===== config.mk =====
export PLATFORM = sky130hd
export DESIGN_NAME = bth_config_header
export DESIGN_NICKNAME = d
export VERILOG_FILES = /design/src/rtl/bth_pkg.sv /design/src/rtl/bth_config_header.sv
export SDC_FILE = /design/constraint.sdc
export NUM_CORES = 1
export LEC_CHECK = 0
export BUFFER_PORTS_ARGS = -buffer_cell sky130_fd_sc_hd__buf_2
export CAP_MARGIN = 20
export CORE_MARGIN = 5
export CORE_UTILIZATION = 52
export DETAILED_ROUTE_END_ITERATION = 8
export PLACE_DENSITY = 0.87
export SLEW_MARGIN = 20
export SYNTH_ARGS = -nofsm -noshare
export SYNTH_HDL_FRONTEND = slang
export SYNTH_SLANG_ARGS = --single-unit
export TNS_END_PERCENT = 100

===== constraint.sdc =====
create_clock -name sys_clk -period 3.3 [get_ports sys_clk]
set_input_delay 0.66 -clock sys_clk [delete_from_list [all_inputs] [get_ports sys_clk]]
set_output_delay 0.66 -clock sys_clk [all_outputs]
set_load 0.02 [all_outputs]

===== src/rtl/bth_pkg.sv =====
// Constants of the bridge type 1 configuration header register bank
package bth_pkg;

  // Word index of each register; byte address is four times the index
  localparam logic [9:0] IDX_CMD      = 10'h004;
  localparam logic [9:0] IDX_STS      = 10'h006;
  localparam logic [9:0] IDX_REV      = 10'h008;
  localparam logic [9:0] IDX_DEVICE_CLASS_CODE    = 10'h009;
  localparam logic [9:0] IDX_CLS      = 10'h00c;
  localparam logic [9:0] IDX_PLT      = 10'h00d;
  localparam logic [9:0] IDX_HDR      = 10'h00e;
  localparam logic [9:0] IDX_SELFTEST = 10'h00f;
  localparam logic [9:0] IDX_BASE0    = 10'h010;
  localparam logic [9:0] IDX_BASE1    = 10'h014;
  localparam logic [9:0] IDX_PBUS     = 10'h018;
  localparam logic [9:0] IDX_SBUS     = 10'h019;
  localparam logic [9:0] IDX_SUBUS    = 10'h01a;
  localparam logic [9:0] IDX_IRQ_STS  = 10'h020;
  localparam logic [9:0] IDX_IRQ_MASK = 10'h021;
  localparam logic [9:0] IDX_UNLOCK   = 10'h022;

  // Field positions
  localparam int CMD_SYSTEM_ERROR_REPORT_ENABLE_BIT  = 8;
  localparam int STS_RTA_BIT    = 12;
  localparam int STS_RMA_BIT    = 13;
  localparam int STS_SSE_BIT    = 14;
  localparam int STS_DPE_BIT    = 15;
  localparam int IRQ_SSE_BIT    = 0;
  localparam int IRQ_DPE_BIT    = 1;
  localparam int UNLOCK_BIT     = 0;

  // Fixed read values
  localparam logic [7:0]  CC_PROG_IF   = 8'h00;
  localparam logic [7:0]  CC_SUBCLASS  = 8'h04;
  localparam logic [7:0]  CC_BASECLASS = 8'h06;
  localparam logic [7:0]  PLT_VALUE    = 8'h00;
  localparam logic [7:0]  HDR_VALUE    = 8'h01;
  localparam logic [7:0]  SELFTEST_VAL = 8'h00;
  localparam logic [31:0] BASE_VALUE   = 32'h0000_0000;

  // Reset values
  localparam logic [7:0] CLS_RESET    = 8'h00;
  localparam logic [7:0] BUS_RESET    = 8'h00;
  localparam logic       SYSTEM_ERROR_REPORT_ENABLE_RESET  = 1'b0;
  localparam logic       FLAG_RESET   = 1'b0;
  localparam logic [1:0] IRQ_RESET    = 2'h0;
  localparam logic       UNLOCK_RESET = 1'b0;

endpackage


===== src/rtl/bth_config_header.sv =====
// Bridge type 1 configuration header register bank with APB slave
//
// The APB slave port is this design's own decision.
`timescale 1ns/10ps
`default_nettype none

module bth_config_header
#(
  parameter logic [7:0] REV_RESET = 8'h00 // Arbitrary revision value
)
(
  // Clock and reset
  input  wire logic        sys_clk,
  input  wire logic        rstn,
  // APB slave
  input  wire logic        psel,
  input  wire logic        penable,
  input  wire logic        pwrite,
  input  wire logic [11:0] paddr,
  input  wire logic [31:0] pwdata,
  output logic      [31:0] prdata,
  output logic             pready,
  output logic             pslverr,
  // Bridge events
  input  wire logic        err_msg_sent,
  input  wire logic        poisoned_tlp_rx,
  // Bus numbering towards routing
  output logic      [7:0]  primary_bus_number,
  output logic      [7:0]  secondary_bus_number,
  output logic      [7:0]  subordinate_bus_number,
  // Interrupt
  output logic             irq
);

  // State
  logic       system_error_report_enable;
  logic       signalled_system_error_flag;
  logic       detected_parity_error_flag;
  logic [7:0] revision_number;
  logic [7:0] cache_line_size;
  logic [1:0] irq_status;
  logic [1:0] irq_mask;
  logic       unlock;

  // Address decode
  wire logic [9:0] idx        = paddr[11:2];
  wire logic       sel_cmd    = (idx == bth_pkg::IDX_CMD);
  wire logic       sel_sts    = (idx == bth_pkg::IDX_STS);
  wire logic       sel_rev    = (idx == bth_pkg::IDX_REV);
  wire logic       sel_cc     = (idx == bth_pkg::IDX_DEVICE_CLASS_CODE);
  wire logic       sel_cls    = (idx == bth_pkg::IDX_CLS);
  wire logic       sel_plt    = (idx == bth_pkg::IDX_PLT);
  wire logic       sel_hdr    = (idx == bth_pkg::IDX_HDR);
  wire logic       sel_st     = (idx == bth_pkg::IDX_SELFTEST);
  wire logic       sel_base0  = (idx == bth_pkg::IDX_BASE0);
  wire logic       sel_base1  = (idx == bth_pkg::IDX_BASE1);
  wire logic       sel_pbus   = (idx == bth_pkg::IDX_PBUS);
  wire logic       sel_sbus   = (idx == bth_pkg::IDX_SBUS);
  wire logic       sel_subus  = (idx == bth_pkg::IDX_SUBUS);
  wire logic       sel_ists   = (idx == bth_pkg::IDX_IRQ_STS);
  wire logic       sel_imask  = (idx == bth_pkg::IDX_IRQ_MASK);
  wire logic       sel_unlock = (idx == bth_pkg::IDX_UNLOCK);
  wire logic       mapped     = sel_cmd | sel_sts | sel_rev | sel_cc | sel_cls | sel_plt
                              | sel_hdr | sel_st | sel_base0 | sel_base1 | sel_pbus
                              | sel_sbus | sel_subus | sel_ists | sel_imask | sel_unlock;

  // Bus phases
  wire logic setup  = psel & ~penable;
  wire logic access = psel & penable;
  wire logic wr_en  = access & pwrite & mapped;

  // Write strobes per register; read-only words get none
  wire logic wr_cmd    = wr_en & sel_cmd;
  wire logic wr_sts    = wr_en & sel_sts;
  wire logic wr_rev    = wr_en & sel_rev & unlock;
  wire logic wr_cls    = wr_en & sel_cls;
  wire logic wr_pbus   = wr_en & sel_pbus;
  wire logic wr_sbus   = wr_en & sel_sbus;
  wire logic wr_subus  = wr_en & sel_subus;
  wire logic wr_ists   = wr_en & sel_ists;
  wire logic wr_imask  = wr_en & sel_imask;
  wire logic wr_unlock = wr_en & sel_unlock;

  // Flag set and clear terms; set wins over clear
  wire logic set_sse = err_msg_sent & system_error_report_enable;
  wire logic clr_sse = wr_sts & pwdata[bth_pkg::STS_SSE_BIT];
  wire logic set_dpe = poisoned_tlp_rx;
  wire logic clr_dpe = wr_sts & pwdata[bth_pkg::STS_DPE_BIT];
  wire logic next_sse = set_sse | (signalled_system_error_flag & ~clr_sse);
  wire logic next_dpe = set_dpe | (detected_parity_error_flag & ~clr_dpe);

  wire logic [1:0] irq_events = {set_dpe, set_sse};
  wire logic [1:0] irq_clr    = wr_ists ? pwdata[1:0] : 2'h0;
  wire logic [1:0] next_irq_status = irq_events | (irq_status & ~irq_clr);

  // Read words; status 12 and 13 stay zero
  wire logic [31:0] cmd_word = {23'h0, system_error_report_enable, 8'h00};
  wire logic [31:0] sts_word = {16'h0000, detected_parity_error_flag,
                                signalled_system_error_flag, 2'b00, 12'h000};
  wire logic [31:0] cc_word  = {8'h00, bth_pkg::CC_BASECLASS, bth_pkg::CC_SUBCLASS,
                                bth_pkg::CC_PROG_IF};

  // Read data selection
  wire logic [31:0] rd_word =
      ({32{sel_cmd}}    & cmd_word)
    | ({32{sel_sts}}    & sts_word)
    | ({32{sel_rev}}    & {24'h0, revision_number})
    | ({32{sel_cc}}     & cc_word)
    | ({32{sel_cls}}    & {24'h0, cache_line_size})
    | ({32{sel_plt}}    & {24'h0, bth_pkg::PLT_VALUE})
    | ({32{sel_hdr}}    & {24'h0, bth_pkg::HDR_VALUE})
    | ({32{sel_st}}     & {24'h0, bth_pkg::SELFTEST_VAL})
    | ({32{sel_base0}}  & bth_pkg::BASE_VALUE)
    | ({32{sel_base1}}  & bth_pkg::BASE_VALUE)
    | ({32{sel_pbus}}   & {24'h0, primary_bus_number})
    | ({32{sel_sbus}}   & {24'h0, secondary_bus_number})
    | ({32{sel_subus}}  & {24'h0, subordinate_bus_number})
    | ({32{sel_ists}}   & {30'h0, irq_status})
    | ({32{sel_imask}}  & {30'h0, irq_mask})
    | ({32{sel_unlock}} & {31'h0, unlock});

  // Zero wait states; unmapped access answers with an error
  assign pready  = 1'b1;
  assign pslverr = access & ~mapped;
  assign irq     = |(irq_status & irq_mask);

  // Read data captured in the setup cycle
  always_ff @(posedge sys_clk)
  begin
    if (!rstn)
      prdata <= 32'h0000_0000;
    else if (setup && !pwrite)
      prdata <= rd_word;
  end

  // Error flags
  always_ff @(posedge sys_clk)
  begin
    if (!rstn)
    begin
      signalled_system_error_flag <= bth_pkg::FLAG_RESET;
      detected_parity_error_flag  <= bth_pkg::FLAG_RESET;
      irq_status                  <= bth_pkg::IRQ_RESET;
    end
    else
    begin
      signalled_system_error_flag <= next_sse;
      detected_parity_error_flag  <= next_dpe;
      irq_status                  <= next_irq_status;
    end
  end

  // Command enable, mask and lock
  always_ff @(posedge sys_clk)
  begin
    if (!rstn)
    begin
      system_error_report_enable <= bth_pkg::SYSTEM_ERROR_REPORT_ENABLE_RESET;
      irq_mask                   <= bth_pkg::IRQ_RESET;
      unlock                     <= bth_pkg::UNLOCK_RESET;
    end
    else
    begin
      if (wr_cmd)
        system_error_report_enable <= pwdata[bth_pkg::CMD_SYSTEM_ERROR_REPORT_ENABLE_BIT];
      if (wr_imask)
        irq_mask <= pwdata[1:0];
      if (wr_unlock)
        unlock <= pwdata[bth_pkg::UNLOCK_BIT];
    end
  end

  // Plain storage bytes
  always_ff @(posedge sys_clk)
  begin
    if (!rstn)
    begin
      revision_number        <= REV_RESET;
      cache_line_size        <= bth_pkg::CLS_RESET;
      primary_bus_number     <= bth_pkg::BUS_RESET;
      secondary_bus_number   <= bth_pkg::BUS_RESET;
      subordinate_bus_number <= bth_pkg::BUS_RESET;
    end
    else
    begin
      if (wr_rev)
        revision_number <= pwdata[7:0];
      if (wr_cls)
        cache_line_size <= pwdata[7:0];
      if (wr_pbus)
        primary_bus_number <= pwdata[7:0];
      if (wr_sbus)
        secondary_bus_number <= pwdata[7:0];
      if (wr_subus)
        subordinate_bus_number <= pwdata[7:0];
    end
  end
endmodule

`default_nettype wire


==> out/qor.yml, run 1 <==
outcome:
  status: "completed"
clock_network:
  root_buffer: "clkbuf_8"
  clock_sinks: 60
  clk_latency_ns: 0.35
  cts_tree: "done"
  cts_buffers: 9
  holdBufCountCts: 0
  clock_path_buffers: 2
  cts-htree-levels: 3
  cts.clk_slew.worst_paths_ns: 0.06
  postCtsSetupBuffers: 0
  cts_resized: 0
place:
  gp_congestion: 0.896
  io_buffers: 67
  hpwl_mm: 5.83
  placed_area_um2: 3210
route:
  drtIter0Drc: 148
  wire_per_inst_um: 16.4
  vias: 2674
  ant_nets: 0
  vias_per_cell: 5.54
  drtPass1Iterations: 5
  drt-total-wl_mm: 7.95
  drc: 0
power:
  swShare: 0.252
  seqPwrFrac: 0.477
  power_frac_clock: 0.439
  p_switching_uw: 388
  power.share.combinational: 0.084
  power_density_nw_per_um2: 451
  p_int_uw: 1150
  p_leak_uw: 0.00143
  ir_drop_uv: 410
final_layout:
  final_cell_area_um2: 3410
  n_antenna_cell: 0
  finish.utilization: 0.619
  final_common_cell: "buf_2"
  final_cell_mix: "buf_2 (67), dfxtp_1 (60), nand2_1 (54), nor2_1 (36), mux2i_1 (36)"
  drive_gt1_frac: 0.234
  final_nets: 458
  area_growth_pct: 16.2
logic_synthesis:
  yosys_warnings: 0
  synth_area_um2: 2930
  yosysUniqueCellTypes: 39
  synth_async_sr_flop_share: 0
  synth_top_flop_cell: "dfxtp_1"
  synth_cells: 349
  syn_avg_cell_area_um2: 8.40
  ys_seq_area_frac: 0.410
  synth-seq-cells: 60
  synth_edf_count: 0
timing:
  rsz0062_at_grt: "no"
  min_period_over_period: 0.827
  finalClockSkew_ns: 0.00819
  slew_headroom: 0.506
  finalSetupViolations: 0
  worstMarginPinSlew_ns: 0.734
  final_hold_viol_count: 0
  finalCriticalPeriod_ns: 2.73
  drv_slew: 0
  fin_setup_tns_ns: 0
  clock.fmax_mhz: 366
die:
  fp.coreArea_um2: 5510
  initial_core_util: 0.533
  dieHeight_um: 85.1
  ios: 110
  num_rows: 27
  die_w_um: 85.1
  die-area_um2: 7240
setup_path:
  crit_fanout: 17
  critPathArrivalTime_ns: 2.07
  cp-start-kind: "input port"
  worst_ep_required_time_ns: 2.64
  worstSetupEndpointType: "output port"
  crit_type: "input port to output port"
  r2r_start: "subordinate_bus_number[6]"
  startpoint: "paddr[4]"
grt:
  grt_pass1_vias: 2576
  grt_overflow: 0
  antenna_found_initial: 0
  grt_pass1_wl_mm: 12.7
  grt_start_max_net_pins: 33
  grt_usage: 0.221
min_path:
  worstHoldStart: "prdata[15]"
  hold_path_class: "flip-flop to flip-flop"
job:
  maxCapViolCount: 0
## routing by layer
layer  wire length (um)  part of all wire  global-route usage
met1               3170              0.40               0.258
met2               3910              0.49               0.377
met3                652             0.082              0.0476
met4                210             0.026               0.115
met5                  0                 0                   0
## critical path: stages
cell and delay [ns]:
buf_2 0.36, nand2b_1 0.19, a21oi_1 0.07, nor3b_1 0.20
o21ai_0 0.13, a211oi_1 0.26, buf_2 0.20
## synth_stat cells, types with 2 or more instances
cell       n  area, um2
a211oi_1   4       30.0
a21oi_1   28        140
a221oi_1   3       26.3
a22oi_1    5       37.5
a31oi_1    2       12.5
buf_2      4       20.0
buf_4     23        173
clkbuf_1  13       48.8
conb_1     2       7.51
dfxtp_1   60       1200
inv_1      2       7.51
mux2i_1   36        360
nand2_1   54        203
nand2b_1   5       31.3
nand3_1   17       85.1
nor2_1    36        135
nor2b_1    3       18.8
nor3_1     5       25.0
nor3_2     2       20.0
nor3b_1    2       15.0
nor4_1     3       18.8
nor4_4     2       42.5
o21ai_0   14       70.1
o22ai_1    7       43.8
or3_1      3       18.8
## kinds of logic after synthesis
family	share of synthesized area
simple gates	0.250
compound gates	0.129
flops	0.410
buf+inv	0.0862
mux	0.123
other cells	0.00256
## registers in the layout, summed over array words and instances, names as in the netlist
| name | cells |
|---|---|
| prdata | 12 |
| cache_line_size | 8 |
| primary_bus_number | 8 |
| revision_number | 8 |
| secondary_bus_number | 8 |
| subordinate_bus_number | 8 |
| irq_mask | 2 |
| irq_status | 2 |
| detected_parity_error_flag | 1 |
| signalled_system_error_flag | 1 |
| system_error_report_enable | 1 |
| unlock | 1 |
## through the flow
step / std cells / hold slack, ns / total power [uW] / setup slack [ns]
after floorplan: 366 / 0.437 / 850 / 0.500
after detailed placement: 468 / 0.441 / 877 / 0.601
after global placement: 468 / 0.439 / 875 / 0.621
final: 483 / 0.449 / 1540 / 0.570
after CTS: 483 / 0.450 / 1550 / 0.589
after global routing: 483 / 0.479 / 1590 / 0.476
## final timing paths
path         slack [ns]    endpoint  cells past startpoint
max reg2reg        2.16   prdata[6]                      4
max                0.57     pslverr                      7
min reg2reg        0.45  prdata[15]                      2
min                0.45  prdata[15]                      2
## power groups by stage
stage                     Combinational [uW]  Sequential (uW)  Clock, uW
after floorplan                         94.9              755          0
after global placement                   125              750          0
after detailed placement                 127              750          0
after CTS                                127              734        685
after global routing                     138              734        721
final                                    129              734        675
## area by class of cell
cell class | instances | area (um2)
Fill cell | 493 | 2100
Multi-Input combinational cell | 263 | 1540
Sequential cell | 60 | 1200
Timing Repair Buffer | 71 | 365
Clock buffer | 11 | 151
Tap cell | 72 | 90.1
Clock inverter | 4 | 48.8
Inverter | 2 | 7.51
Power figures use the tool's default switching activity.
==> run 2, diff against run 1 <==
CORE_UTILIZATION = 49   (was 52)
PLACE_DENSITY = 0.83   (was 0.87)
clock period = 2.9 ns   (was 3.3 ns; I/O delays follow)
==> out/qor.yml, run 2 (synthesis results as in run 1) <==
place:
  gp_congestion: 0.914  # was 0.896
  hpwl_mm: 5.75  # was 5.83 mm
  dp_slack_ns: 0.361  # was 0.601 ns
  io_buffers: 67  # unchanged
clock_network:
  cts_resized: 0  # unchanged
  clock_path_buffers: 2  # unchanged
  cts.clk_slew.worst_paths_ns: 0.06  # about the same
  clk_latency_ns: 0.34  # was 0.35 ns
  cts-htree-levels: 3  # unchanged
  cts_buffers: 9  # unchanged
  clock_sinks: 60  # unchanged
  postCtsSetupBuffers: 0  # unchanged
  root_buffer: "clkbuf_8"  # unchanged
  holdBufCountCts: 0  # unchanged
  cts_tree: "done"  # unchanged
route:
  highest_layer: "met4"  # unchanged
  vias: 2726  # was 2674
  drtPass1Iterations: 4  # was 5
  vias_per_cell: 5.60  # was 5.54
  drtIter0Drc: 239  # was 148
  ant_nets: 0  # unchanged
  wire_per_inst_um: 16.5  # was 16.4 um
  drc: 0  # unchanged
  m1WireLength_mm: 3.27  # was 3.17 mm
  wl_met3_um: 683  # was 652 um
  route.met2.wl_mm: 3.89  # was 3.91 mm
  drt-total-wl_mm: 8.03  # was 7.95 mm
timing:
  drv_slew: 0  # unchanged
  clock.fmax_mhz: 392
  finalCriticalPeriod_ns: 2.55
  fin_setup_tns_ns: 0  # unchanged
  rsz0062_at_grt: "no"  # unchanged
  finalSetupViolations: 0  # unchanged
  finalClockSkew_ns: 0.00466  # was 0.00819 ns
  fin_ws_ns: 0.348  # was 0.570 ns
  final_hold_viol_count: 0  # unchanged
  slew_headroom: 0.536  # was 0.506
  worstMarginPinSlew_ns: 0.695  # was 0.734 ns
  min_period_over_period: 0.880
min_path:
  hold_path_class: "flip-flop to flip-flop"  # unchanged
  worstHoldPathCells: 2  # unchanged
power:
  p_int_uw: 1330  # was 1150 uW
  seqPwrFrac: 0.471  # was 0.477
  power_density_nw_per_um2: 517  # was 451 nW/um2
  power_frac_clock: 0.445  # was 0.439
  p_leak_uw: 0.00143  # about the same
  ir_drop_uv: 386  # was 410 uV
  swShare: 0.247  # was 0.252
  power.share.combinational: 0.084  # about the same
  p_switching_uw: 438  # was 388 uW
grt:
  grt_pass1_vias: 2607  # was 2576
  grt_pass1_wl_mm: 12.7  # about the same
  antenna_found_initial: 0  # unchanged
  grt_usage: 0.217  # was 0.221
  grt_start_max_net_pins: 22  # was 33
  grt_overflow: 0  # unchanged
setup_path:
  worstSetupEndpointType: "output port"  # unchanged
  critPathArrivalTime_ns: 1.97  # was 2.07 ns
  worst_ep_required_time_ns: 2.32  # was 2.64 ns
  cp-start-kind: "input port"  # unchanged
  ff2ff_path_depth: 4  # unchanged
  crit_type: "input port to output port"  # unchanged
  ff2ff_setup_slack_ns: 1.72  # was 2.16 ns
  crit_fanout: 17  # unchanged
final_layout:
  regArea_um2: 1200  # unchanged
  nFillCells: 532  # was 493
  n_antenna_cell: 0  # unchanged
  finish.utilization: 0.582  # was 0.619
  final_common_cell: "buf_2"  # unchanged
  largest_reg_flops: 12  # unchanged
  drive_gt1_frac: 0.235  # was 0.234
  multiInputGateArea_um2: 1540  # unchanged
  largest_register: "prdata"  # unchanged
  area_growth_pct: 16.9  # was 16.2%
  final_nets: 459  # was 458
  final_cell_mix: "buf_2 (67), dfxtp_1 (60), nand2_1 (54), nor2_1 (36), mux2i_1 (36)"  # unchanged
outcome:
  status: "completed"  # unchanged
die:
  ios: 110  # unchanged
  die_w_um: 87.4  # was 85.1 um
  dieHeight_um: 87.4  # was 85.1 um
  initial_core_util: 0.498  # was 0.533
  num_rows: 28  # was 27
  fp.coreArea_um2: 5890  # was 5510 um2
  die-area_um2: 7630  # was 7240 um2
job:
  maxCapViolCount: 0  # unchanged
run 2: changes by cell type in the layout (fill, tap and decap cells not counted):
cell | previous run | this run
buf_4 | 4 | 5
clkbuf_8 | 11 | 12
clkinv_2 | 2 | 0
clkinv_4 | 1 | 0
clkinvlp_4 | 0 | 2
run 2: area by class of cell:
type,instances,share of cell area
tap,75,0.0274
sequential,60,0.350
clock buffer,12,0.0482
clock inverter,3,0.0131
timing repair buffer,72,0.109
multi-input combinational,263,0.450
inverter,2,0.00219
run 2: worst max-delay path: stages:
cell and delay, ns:
buf_2 0.36, nand2b_1 0.19, a21oi_1 0.07, nor3b_1 0.22, o21ai_0 0.11, a211oi_1 0.24, buf_2 0.20
run 2: worst paths after layout:
| path | from | to |
|---|---|---|
| hold reg to reg | prdata[14] | prdata[14] |
| setup / recovery | paddr[4] | pslverr |
| setup reg to reg | subordinate_bus_number[7] | prdata[7] |
| hold / removal | prdata[14] | prdata[14] |
run 2: power by group through the flow:
stage	Clock, uW	Combinational [uW]	Sequential [uW]
after floorplan	0	108	860
after global placement	0	144	853
after detailed placement	0	146	854
after CTS	802	146	835
after global routing	846	161	835
final	788	149	835
run 2: through the flow:
stage	cells	instance area, um2	hold WS [ns]	power (uW)
after floorplan	366	3000	0.437	968
final	487	3430	0.452	1770
after global routing	487	3430	0.476	1840
after global placement	472	3220	0.439	997
after detailed placement	472	3220	0.448	1000
after CTS	487	3430	0.457	1780
run 2: routing by layer:
layer	vias to the layer above	GRT usage
met5	-	0
met2	125	0.353
met4	0	0.0753
met3	20	0.0728
li1	1304	-
met1	1277	0.267
